[src/design/pwr_osc_pkg.sv]
// constants for oscillator control and supply switch-over registers
// Overview of operation
// RULE1: bit 4 selects low-jitter clock output
// RULE2: drive field 00 normal, 01 low, 1x high
// RULE3: load cap 00 7pF, 01 6pF, 1x 12.5pF
// RULE4: software sets 7pF for 9pF crystal
// RULE5: bit 4 set disables whole switch-over
// RULE6: bit 3 holds refresh rate, keep default
// RULE7: mode field picks threshold, battery, max, min
// RULE8: main supply above level, else battery
// RULE9: main to battery sets the flag
// RULE10: no register access on battery
// RULE11: battery entry raises pulse or level irq
// RULE12: return to main raises irq pulse
// RULE13: battery blocks bus, clock, stamp pin
// RULE14: switch detector stays active always
// RULE15: first irq output keeps irq, drops clock
// RULE16: upper three bits read zero
// RULE17: bit 0 selects 1.5V or 2.8V threshold
// RULE18: flag stays set until cleared
// RULE19: irq on every transition, flag regardless
// RULE20: second irq output only on main supply
package pwr_osc_pkg;
   localparam logic [7:0] OSC_CTRL_ADDR   = 8'h25;
   localparam logic [7:0] PWR_SW_ADDR     = 8'h26;
   localparam logic [7:0] OSC_CTRL_RESET  = 8'h00;
   localparam logic [7:0] PWR_SW_RESET    = 8'h00;
   localparam int         LOW_JITTER_BIT  = 4;
   localparam int         DRIVE_LSB       = 2;
   localparam int         LOAD_CAP_LSB    = 0;
   localparam int         SW_DISABLE_BIT  = 4;
   localparam int         SW_REFRESH_BIT  = 3;
   localparam int         SW_MODE_LSB     = 1;
   localparam int         SW_THRESH_BIT   = 0;
   localparam logic [7:0] PWR_SW_WMASK    = 8'h1f;
   localparam int         PULSE_NS        = 7_812_500;  // one 128 Hz period
   localparam int         CLK_NS          = 10;
   localparam int         PULSE_CYC       = PULSE_NS / CLK_NS;

   typedef enum logic [1:0] {
      DRV_NORMAL = 2'b00,
      DRV_LOW    = 2'b01,
      DRV_HIGH   = 2'b10
   } drive_e;

   typedef enum logic [1:0] {
      CAP_7P0  = 2'b00,
      CAP_6P0  = 2'b01,
      CAP_12P5 = 2'b10
   } cap_e;

   typedef enum logic [1:0] {
      MODE_THRESH = 2'b00,
      MODE_BATT   = 2'b01,
      MODE_HIGHER = 2'b10,
      MODE_LOWER  = 2'b11
   } sw_mode_e;
endpackage

[src/design/osc_config_and_battery_switch_ctrl.sv]
// oscillator config and supply switch-over control with register port
`timescale 1ns/100ps
module osc_config_and_battery_switch_ctrl #(
   parameter int PULSE_LEN = pwr_osc_pkg::PULSE_CYC
) (
   input  wire logic       sys_clk_i,          // 100 MHz clock
   input  wire logic       nrst_i,             // async reset, active low
   input  wire logic       reg_wr_i,           // register write strobe
   input  wire logic       reg_rd_i,           // register read strobe
   input  wire logic [7:0] reg_addr_i,         // register address
   input  wire logic [7:0] reg_wdata_i,        // write data
   output logic      [7:0] reg_rdata_o,        // read data
   output logic            reg_ack_o,          // access accepted
   input  wire logic       flag_clr_i,         // clear switch-over flag
   input  wire logic       switchover_irq_en_first_i,  // battery irq en, first
   input  wire logic       switchover_irq_en_second_i, // battery irq en, second
   input  wire logic       irq_level_mode_i,   // 1 level, 0 pulse
   input  wire logic       vdd_gt_vth_i,       // comparator: supply above threshold
   input  wire logic       vdd_gt_vbat_i,      // comparator: supply above battery
   input  wire logic       vbat_gt_vth_i,      // comparator: battery above threshold
   input  wire logic       clk_out_i,          // clock to be output
   input  wire logic       stamp_pin_i,        // stamp pin digital input
   input  wire logic       stamp_sw_i,         // mechanical switch detector input
   input  wire logic       clk_fn_first_i,     // first irq pin in clock mode
   output logic            switchover_flag_o,  // sticky flag
   output logic            on_battery_o,       // running from battery
   output logic            low_jitter_sel_o,   // reduced jitter mode
   output logic      [1:0] osc_drive_level_o,  // decoded drive level
   output logic      [1:0] load_cap_sel_o,     // decoded load capacitor
   output logic            switchover_refresh_rate_o, // refresh rate
   output logic            switchover_threshold_sel_o, // 0 1.5V, 1 2.8V
   output logic            bus_en_o,           // i2c pins honoured
   output logic            clk_pin_o,          // clock pin output
   output logic            clk_pin_oe_n_o,     // clock pin enable, low drives
   output logic            stamp_pin_o,        // stamp pin output
   output logic            stamp_pin_oe_n_o,   // stamp pin enable, low drives
   output logic            stamp_in_o,         // gated stamp digital input
   output logic            stamp_sw_o,         // switch detector, always live
   output logic            irq_out_first_o,    // first irq pin value
   output logic            irq_out_first_oe_n_o, // open drain, low drives
   output logic            irq_out_second_o,   // second irq, active low
   output logic            irq_out_second_oe_n_o // low drives
);
   // ------------------------------------------------------------
   // reset and input synchronisers
   // ------------------------------------------------------------
   logic       rst_s1_r, rst_n;
   logic [3:0] cmp_s1_r, cmp_s2_r;
   logic [1:0] ts_s1_r, ts_s2_r;

   always_ff @(posedge sys_clk_i or negedge nrst_i)
   begin
      if (!nrst_i)
      begin
         rst_s1_r <= 1'b0;
         rst_n    <= 1'b0;
      end
      else
      begin
         rst_s1_r <= 1'b1;
         rst_n    <= rst_s1_r;
      end
   end

   always_ff @(posedge sys_clk_i or negedge rst_n)
   begin
      if (!rst_n)
      begin
         // start as main good: reset must not fake a battery entry
         cmp_s1_r <= 4'he;
         cmp_s2_r <= 4'he;
         ts_s1_r  <= 2'h0;
         ts_s2_r  <= 2'h0;
      end
      else
      begin
         cmp_s1_r <= {vbat_gt_vth_i, vdd_gt_vbat_i, vdd_gt_vth_i, 1'b0};
         cmp_s2_r <= cmp_s1_r;
         ts_s1_r  <= {stamp_pin_i, stamp_sw_i};
         ts_s2_r  <= ts_s1_r;
      end
   end

   // ------------------------------------------------------------
   // registers
   // ------------------------------------------------------------
   logic [7:0] osc_r, psw_r;
   logic       on_batt_r, flag_r;
   logic       acc_ok;

   assign acc_ok = !on_batt_r;  // RULE10 RULE13

   always_ff @(posedge sys_clk_i or negedge rst_n)
   begin
      if (!rst_n)
      begin
         osc_r <= pwr_osc_pkg::OSC_CTRL_RESET;
         psw_r <= pwr_osc_pkg::PWR_SW_RESET;
      end
      else if (reg_wr_i && acc_ok)
      begin
         if (reg_addr_i == pwr_osc_pkg::OSC_CTRL_ADDR)
            osc_r <= reg_wdata_i;
         else if (reg_addr_i == pwr_osc_pkg::PWR_SW_ADDR)
            psw_r <= reg_wdata_i & pwr_osc_pkg::PWR_SW_WMASK;  // RULE16 RULE6
      end
   end

   // unmapped addresses read zero; nothing answers on battery
   always_ff @(posedge sys_clk_i or negedge rst_n)
   begin
      if (!rst_n)
         reg_rdata_o <= 8'h00;
      else if (reg_rd_i && acc_ok)
      begin
         if (reg_addr_i == pwr_osc_pkg::OSC_CTRL_ADDR)
            reg_rdata_o <= osc_r;
         else if (reg_addr_i == pwr_osc_pkg::PWR_SW_ADDR)
            reg_rdata_o <= psw_r;  // RULE16
         else
            reg_rdata_o <= 8'h00;
      end
   end

   assign reg_ack_o = (reg_rd_i || reg_wr_i) && acc_ok;  // RULE10

   // ------------------------------------------------------------
   // oscillator and switch-over field decode
   // ------------------------------------------------------------
   function automatic logic [1:0] fold_high(input logic [1:0] f);
      fold_high = f[1] ? 2'b10 : f;  // 10 and 11 share one setting
   endfunction

   assign low_jitter_sel_o  = osc_r[pwr_osc_pkg::LOW_JITTER_BIT];  // RULE1
   assign osc_drive_level_o = fold_high(osc_r[pwr_osc_pkg::DRIVE_LSB +: 2]);  // RULE2
   assign load_cap_sel_o    = fold_high(osc_r[pwr_osc_pkg::LOAD_CAP_LSB +: 2]);  // RULE3
   assign switchover_refresh_rate_o  = psw_r[pwr_osc_pkg::SW_REFRESH_BIT];  // RULE6
   assign switchover_threshold_sel_o = psw_r[pwr_osc_pkg::SW_THRESH_BIT];  // RULE17

   // ------------------------------------------------------------
   // supply selection
   // ------------------------------------------------------------
   logic       main_ok;
   logic       dis;
   logic [1:0] mode;

   assign dis  = psw_r[pwr_osc_pkg::SW_DISABLE_BIT];  // RULE5
   assign mode = psw_r[pwr_osc_pkg::SW_MODE_LSB +: 2];

   // comparator sees threshold already picked by the select bit
   always_comb
   begin
      case (mode)  // RULE7
         pwr_osc_pkg::MODE_THRESH: main_ok = cmp_s2_r[1];
         pwr_osc_pkg::MODE_BATT:   main_ok = cmp_s2_r[2];
         pwr_osc_pkg::MODE_HIGHER: main_ok = cmp_s2_r[1] && cmp_s2_r[2];
         pwr_osc_pkg::MODE_LOWER:  main_ok = cmp_s2_r[1] || cmp_s2_r[2];
         default:                  main_ok = 1'b1;
      endcase
   end

   logic to_batt, to_main;

   always_ff @(posedge sys_clk_i or negedge rst_n)
   begin
      if (!rst_n)
         on_batt_r <= 1'b0;
      else
         on_batt_r <= !dis && !main_ok;  // RULE8 RULE5
   end

   logic on_batt_d_r;
   always_ff @(posedge sys_clk_i or negedge rst_n)
   begin
      if (!rst_n)
         on_batt_d_r <= 1'b0;
      else
         on_batt_d_r <= on_batt_r;
   end

   assign to_batt = on_batt_r && !on_batt_d_r;
   assign to_main = !on_batt_r && on_batt_d_r;

   // set wins over clear
   always_ff @(posedge sys_clk_i or negedge rst_n)
   begin
      if (!rst_n)
         flag_r <= 1'b0;
      else if (to_batt)
         flag_r <= 1'b1;  // RULE9
      else if (flag_clr_i && acc_ok)
         flag_r <= 1'b0;  // RULE18
   end

   assign switchover_flag_o = flag_r;
   assign on_battery_o      = on_batt_r;

   // ------------------------------------------------------------
   // interrupts and pin gating
   // ------------------------------------------------------------
   logic pulse;

   irq_pulse_gen #(
      .LEN (PULSE_LEN)
   ) u_pulse (
      .sys_clk_i (sys_clk_i),
      .rst_n_i   (rst_n),
      .trig_i    (to_batt || to_main),  // RULE19 RULE12
      .pulse_o   (pulse)
   );

   logic irq_act;
   assign irq_act = irq_level_mode_i ? flag_r : pulse;  // RULE11

   // first pin: interrupts survive battery, clock function does not
   always_comb
   begin
      irq_out_first_o = 1'b0;
      if (clk_fn_first_i && !on_batt_r)
         irq_out_first_oe_n_o = clk_out_i;  // drives low when clock low
      else
         irq_out_first_oe_n_o = !(switchover_irq_en_first_i && irq_act);  // RULE15
   end

   assign irq_out_second_o      = !(switchover_irq_en_second_i && irq_act);
   assign irq_out_second_oe_n_o = on_batt_r;  // RULE20

   assign bus_en_o         = !on_batt_r;  // RULE13
   assign clk_pin_o        = clk_out_i;
   assign clk_pin_oe_n_o   = on_batt_r;  // RULE13
   assign stamp_pin_o      = irq_out_second_o;
   assign stamp_pin_oe_n_o = on_batt_r;  // RULE13
   assign stamp_in_o       = ts_s2_r[1] && !on_batt_r;  // RULE13
   assign stamp_sw_o       = ts_s2_r[0];  // RULE14
endmodule

[src/design/irq_pulse_gen.sv]
// stretches a trigger into a fixed-length active-high pulse
`timescale 1ns/100ps
module irq_pulse_gen #(
   parameter int LEN = pwr_osc_pkg::PULSE_CYC
) (
   input  wire logic sys_clk_i,   // system clock
   input  wire logic rst_n_i,     // synchronised reset
   input  wire logic trig_i,      // one-cycle trigger
   output logic      pulse_o      // stretched pulse
);
   logic [22:0] cnt_r;

   // a new trigger restarts the count, so events within LEN cycles merge into one longer pulse
   always_ff @(posedge sys_clk_i or negedge rst_n_i)
   begin
      if (!rst_n_i)
         cnt_r <= 23'h00_0000;
      else if (trig_i)
         cnt_r <= 23'(LEN);
      else if (cnt_r != 23'h00_0000)
         cnt_r <= cnt_r - 23'h00_0001;
   end

   assign pulse_o = (cnt_r != 23'h00_0000);
endmodule

[config.mk]
export PLATFORM = sky130hd
export DESIGN_NAME = osc_config_and_battery_switch_ctrl
export DESIGN_NICKNAME = d
export VERILOG_FILES = /design/src/design/pwr_osc_pkg.sv /design/src/design/osc_config_and_battery_switch_ctrl.sv /design/src/design/irq_pulse_gen.sv
export SDC_FILE = /design/constraint.sdc
export NUM_CORES = 1
export LEC_CHECK = 0
export ABC_AREA = 1
export BUFFER_PORTS_ARGS = -buffer_cell sky130_fd_sc_hd__buf_2
export CAP_MARGIN = 40
export CORE_ASPECT_RATIO = 0.7
export CORE_MARGIN = 2
export CORE_UTILIZATION = 45
export CTS_BUF_LIST = sky130_fd_sc_hd__clkbuf_4 sky130_fd_sc_hd__clkbuf_8
export DETAILED_ROUTE_END_ITERATION = 10
export PLACE_DENSITY = 0.7
export SLEW_MARGIN = 20
export SYNTH_ARGS = -nofsm -noshare
export SYNTH_HDL_FRONTEND = slang
export SYNTH_SLANG_ARGS = --single-unit
[constraint.sdc]
create_clock -name sys_clk_i -period 1.64 [get_ports sys_clk_i]
set_clock_uncertainty 0.1 [all_clocks]
set_input_delay 0.082 -clock sys_clk_i [delete_from_list [all_inputs] [get_ports sys_clk_i]]
set_output_delay 0.082 -clock sys_clk_i [all_outputs]
set_load 0.05 [all_outputs]
### Word-level counts from Yosys, hierarchy flattened

Cells that the tools add are included.

| word-level totals | value |
|---|---|
| bits of input ports | 31 |
| logic and storage cells | 58 |
| flip-flop bits (word level) | 57 |

| operators by class | value |
|---|---|
| bitwise logic cells | 1 |
| equality and inequality tests | 5 |
| mux-type cells | 11 |
| reductions and logical operators | 27 |
| add/sub/neg operators | 1 |

Operators by type and width:

| cell | number |
|---|---|
| $mux 23 | 2 |
| $reduce_bool 23->1 | 1 |
| $sub 23x1->23 const B | 1 |
| $eq 8x6->1 const B | 2 |
| $logic_and 1x1->1 | 12 |
| $mux 8 | 1 |
| $logic_not 1->1 | 6 |
| $mux 5 | 1 |
| $eq 2x2->1 const B | 2 |
| $mux 1 | 4 |
| $mux 2 | 2 |
| $pmux 1 s4 | 1 |
| $reduce_bool 2->1 | 2 |
| $logic_or 1x1->1 | 3 |
| $reduce_and 3->1 | 1 |
| $eq 2x1->1 const B | 1 |
| $logic_not 2->1 | 1 |
| $reduce_and 2->1 | 1 |
| $not 1->1 | 1 |

### Logic depth before layout (Yosys ltp)

| depth | value |
|---|---|
| depth in word-level cells | 5 |
| gate-level depth with buffers | 10 |

### Hierarchy

From an unflattened synthesis, not the netlist that was laid out.

| unflattened totals | value |
|---|---|
| cell total of the unflattened synthesis | 373 |
| area, all modules | 3,000.4 sq um |

By module, submodules not included:

| module | instances | cells an instance | area an instance (sq um) |
|---|---|---|---|
| osc_config_and_battery_switch_ctrl | 1 | 169 | 1,576.5 |
| irq_pulse_gen | 1 | 204 | 1,423.9 |

### Least setup slack after synthesis

Ideal clock, no wire load.

| timing | value |
|---|---|
| kind | register -> register |
| start | register on_batt_r (netlist: clk_pin_oe_n_o) |
| end | register reg_rdata_o[0] |
| arrival | 1,841 ps |
| library setup time | 129 ps |
| setup slack | -430 ps |
| clock period less this slack | 2,070 ps |
| buffers on the path | 0 |
| cell stages (with the launch flop) | 6 |
| cell sequence | dfrtp_1 > inv_1 > nand2_1 > clkinv_1 > nor2_1 > a31oi_1 |

| between the ends | value |
|---|---|
| cells in the longest elaborated chain, start to end | 2 |

Ends and longest elaborated chain:

| element | line | RTL |
|---|---|---|
| start: declaration | osc_config_and_battery_switch_ctrl.sv:88 | `logic on_batt_r, flag_r;` |
| start signal: assignment | osc_config_and_battery_switch_ctrl.sv:169 | `on_batt_r <= !dis && !main_ok;` |
| $logic_not 1->1 | n/a |  |
| net bus_en_o | osc_config_and_battery_switch_ctrl.sv:32 | `output logic bus_en_o,` |
| $logic_and 1x1->1 | osc_config_and_battery_switch_ctrl.sv:114 | `else if (reg_rd_i && acc_ok)` |
| end signal: assignment | osc_config_and_battery_switch_ctrl.sv:117 | `reg_rdata_o <= osc_r;` |
| end signal: assignment | osc_config_and_battery_switch_ctrl.sv:119 | `reg_rdata_o <= psw_r;` |
| end: declaration | osc_config_and_battery_switch_ctrl.sv:12 | `output logic [7:0] reg_rdata_o,` |

The timed path passes the listed nets, and every way through them passes these cells.
A chain may end at the register's enable or synchronous reset.

### Worst setup path after layout

| timing | value |
|---|---|
| start | register u_pulse.cnt_r[18] |
| end | output port stamp_pin_o |

| between the ends | value |
|---|---|
| cells in the longest elaborated chain, start to end | 4 |

Ends and longest elaborated chain:

| element | line | RTL |
|---|---|---|
| start: declaration | irq_pulse_gen.sv:11 | `logic [22:0] cnt_r;` |
| start signal: assignment | irq_pulse_gen.sv:19 | `cnt_r <= 23'(LEN);` |
| start signal: assignment | irq_pulse_gen.sv:21 | `cnt_r <= cnt_r - 23'h00_0001;` |
| $reduce_bool 23->1 | irq_pulse_gen.sv:24 | `assign pulse_o = (cnt_r != 23'h00_0000);` |
| $mux 1 | osc_config_and_battery_switch_ctrl.sv:213 | `assign irq_act = irq_level_mode_i ? flag_r : pulse;` |
| $logic_and 1x1->1 | osc_config_and_battery_switch_ctrl.sv:225 | `assign irq_out_second_o = !(switchover_irq_en_second_i && irq_act);` |
| $logic_not 1->1 | osc_config_and_battery_switch_ctrl.sv:225 |  |
| end: declaration | osc_config_and_battery_switch_ctrl.sv:35 | `output logic stamp_pin_o,` |

Every way passes these cells.

==> out/metrics.csv <==
stage;metric;value;unit
status;outcome;finished with violations;
status;failing checks;setup timing;
timing;Slew HR;49.6;%
worst_setup_path;Max FO, Critical Path;2;
placed_design;Setup WS pre-CTS;-0.0478;ns
placed_design;# port buffers;57;
drt;Vias;2985;
timing;Final WS setup;-0.192;ns
floorplan;DIE AREA;0.00715;sq mm
final_layout;layout cells sized above 1;38.2;%
clock_network;CTS tree;done;
floorplan;DIE HEIGHT;71.4;um
global_route;remaining global-route overflow;0;
clock_network;Skew-Pair Late Insertion Delay;0.34;ns
worst_setup_path;R2R Path Start;u_pulse.cnt_r[1];
worst_hold_path;Hold Path Stages;4;
yosys;Avg Inst Size Synth;7.99;sq um
final_layout;layout net count;526;
power_and_ir_drop;Leak;2.09;nW
timing;crit share post-route;112;%
timing;Slew @ Worst Pin;0.751;ns
floorplan;CORE AREA;0.00625;sq mm
clock_network;Max clock buf depth;2;
placed_design;Post-Place Cells;523;
global_route;global-route wire length before repair;13000;um
yosys;Mapped Cells;365;
placed_design;post-detail-place hpwl;5390;um
final_layout;Post-Layout Cell Count;576;
power_and_ir_drop;worst vdd ir;0.715;mV
timing;final hold vios;0;
drt;DRT iter0 DRCs;230;
power_and_ir_drop;Int Pwr;2.67;mW
power_and_ir_drop;Clk network pwr share;32.8;%
floorplan;IO Pins;60;
yosys;Syn Std Cell Area;0.00292;sq mm
power_and_ir_drop;PD cells;954;mW/mm^2
worst_setup_path;WP data arrival;1.65;ns
clock_network;clk slew on worst S/H paths;0.07;ns
timing;setup TNS;-0.687;ns
power_and_ir_drop;switching portion of total power;34.7;%
drt;drt wl/cell;14.7;um
placed_design;Final Wtd Congestion;0.917;
worst_setup_path;R2R depth;9;
timing;WHS;0.0500;ns
power_and_ir_drop;Comb power frac;28.2;%
final_layout;leading cell type in the layout, fill and taps excluded;nand2_1;
yosys;Syn Nets;398;
power_and_ir_drop;switching power;1.42;mW
clock_network;Num Clock Sinks;57;
clock_network;htree depth;3;
worst_setup_path;R2R Path End;u_pulse.cnt_r[12];
yosys;post-synthesis async set-or-reset flop share;100;%
timing;Max Fclk;0.546;GHz
floorplan;starting density of the core;46.7;%
timing;Final min period;1.83;ns
placed_design;Area after DPL;0.00353;sq mm
final_layout;# diodes;0;
drt;DR pass1 iterations;6;
drt;# DRC;0;
clock_network;CTS root buffer;clkbuf_8;
worst_setup_path;Startpoint Class;register;
global_route;antenna violations before repair;0;
yosys;most common flop cell mapped by yosys;dfrtp_1;
yosys;sequential area share after synthesis;49.1;%
clock_network;CTS Buf Count;9;
drt;Via density;5.18;
final_layout;Storage cell area;0.00144;sq mm
worst_setup_path;Crit Path Class;reg2out;
yosys;EDFF count, synth;0;
timing;Max Slew Vio Count;0;
worst_setup_path;worst path cell trace;nor2_2 -> nand2_2 -> nor2_4 -> nand4_1 -> buf_4 -> nand3_4 -> buf_8;
drt;Final ANT Viol Nets;0;
yosys;Seq cells post-synth;57;
worst_setup_path;Setup crit end;stamp_pin_o;
timing;RSZ-0062 raised after global routing;yes;
timing;setup violators final;6;
final_layout;Multi-input gate area;0.00140;sq mm
yosys;YS warnings;0;
final_layout;Synth-to-Final Area Change;46.9;%
final_layout;Util after Layout;68.6;%
worst_setup_path;Crit. Startpoint;u_pulse.cnt_r[18];
power_and_ir_drop;Sequential Power Share;38.9;%
drt;routed wire length;8480;um
floorplan;row cnt;24;
floorplan;Die W;100;um
yosys;count of cell types in the netlist;36;
final_layout;commonest cells after routing, fill and taps aside;nand2_1 (68), buf_4 (58), dfrtp_1 (51);
power_and_ir_drop;Pwr Total;4.09;mW
worst_setup_path;crit end category;primary output;
worst_setup_path;FF-to-FF setup slack;-0.08;ns
worst_setup_path;Crit-path slowest cell;dfrtp_1;
worst_setup_path;slowest cell delay on critical path;0.40;ns
final_layout;Design Area, Final;0.00429;sq mm
global_route;GRT Overall Usage;23.5;%
global_route;largest net degree at the start of global routing;34;
run;MaxCap Viol Count;0;
global_route;vias in the first global route;2800;
final_layout;# fillers;471;
worst_setup_path;critical path data required time;1.46;ns
worst_hold_path;hold crit path type;in2reg;
## synthesized netlist by cell type, types with 2 or more instances
cell type   n  area share [%]
a21oi_1     7             1.2
a31oi_1     6             1.3
buf_2       3            0.51
buf_4       8             2.1
buf_6       2            0.77
conb_1      2            0.26
dfrtp_1    53              45
dfstp_2     4             3.6
ha_1        2            0.86
inv_1      54             6.9
nand2_1    79              10
nand3_1    31             5.3
nand3_2     2            0.69
nand3b_1    2            0.51
nand4_1    10             2.1
nor2_1     50             6.4
nor2_2      8             1.7
nor2_4      4             1.5
nor3_1      2            0.34
o211ai_1    3            0.77
o21ai_0    14             2.4
o21ai_1     3            0.51
o31ai_1     3            0.77
## power by group through the flow
stage	logic, mW	registers, mW	clock network, mW
6_report	1.15	1.59	1.34
3_3_place_gp	0.842	1.59	0
4_1_cts	1.01	1.57	1.36
5_1_grt	1.24	1.60	1.43
3_5_place_dp	0.858	1.60	0
2_1_floorplan	0.489	1.70	0
## cell type report
| class | count | share of cell area (%) |
|---|---|---|
| flip-flops and latches | 57 | 33.5 |
| multi-input cells | 240 | 32.6 |
| repair buffers | 129 | 21.8 |
| inverters | 56 | 5.05 |
| clock buffers | 9 | 2.89 |
| well taps | 78 | 2.28 |
| clock inverters | 7 | 1.84 |
## critical path, delay by kind of cell (launching register included)
kind          cells  cell delay [ns]
buf+inv           2             0.32
simple gates      5             0.59
flops             1             0.40
## worst min path at each step
| stage | start | endpoint | slack (ns) |
|---|---|---|---|
| floorplan | nrst_i | rst_n | -0.31 |
| global placement | nrst_i | rst_s1_r | -0.23 |
| detailed placement | nrst_i | rst_s1_r | -0.23 |
| CTS | reg_addr_i[6] | reg_rdata_o[5] | 0.02 |
| global route | reg_addr_i[7] | psw_r[1] | 0.08 |
| finish | reg_addr_i[6] | psw_r[4] | 0.05 |
## routing by layer
metal	GRT usage, %	up-vias	wire length (um)
met4	7.15	0	99
li1	-	1417	-
met1	32.6	1408	3570
met2	36.1	150	3990
met3	6.73	10	815
met5	0	-	0
## registers in the layout, summed over array words and instances, names as in the netlist, 2 cells and up
| name | flops |
|---|---|
| ts_s2_r | 2 |
| psw_r | 5 |
| osc_r | 8 |
| u_pulse.cnt_r | 23 |
| ts_s1_r | 2 |
| reg_rdata_o | 8 |
| cmp_s2_r | 2 |
| cmp_s1_r | 2 |
## kinds of logic after synthesis
kind of cell             Yosys count  share of synthesized area [%]
AND/OR/NAND/NOR                  194                           31.0
XOR/XNOR                           1                          0.300
other                              2                          0.257
adder cells (fa/ha/maj)            2                          0.858
buffers and inverters             70                           10.7
flip-flops                        57                           49.1
AO/OA/AOI/OAI                     39                           7.81
## timing repair
action | 4_1_cts | 5_1_grt
setup buffers | 15 | 7
pin swaps | 10 | 14
hold buffers | 16 | 0
hold endpoints to repair | 22 | 0
gates resized for setup | 31 | 35
cloned | 0 | 2
endpoints found under the setup margin | 6 | 43
Note: power is estimated with default switching activity, not from simulation.
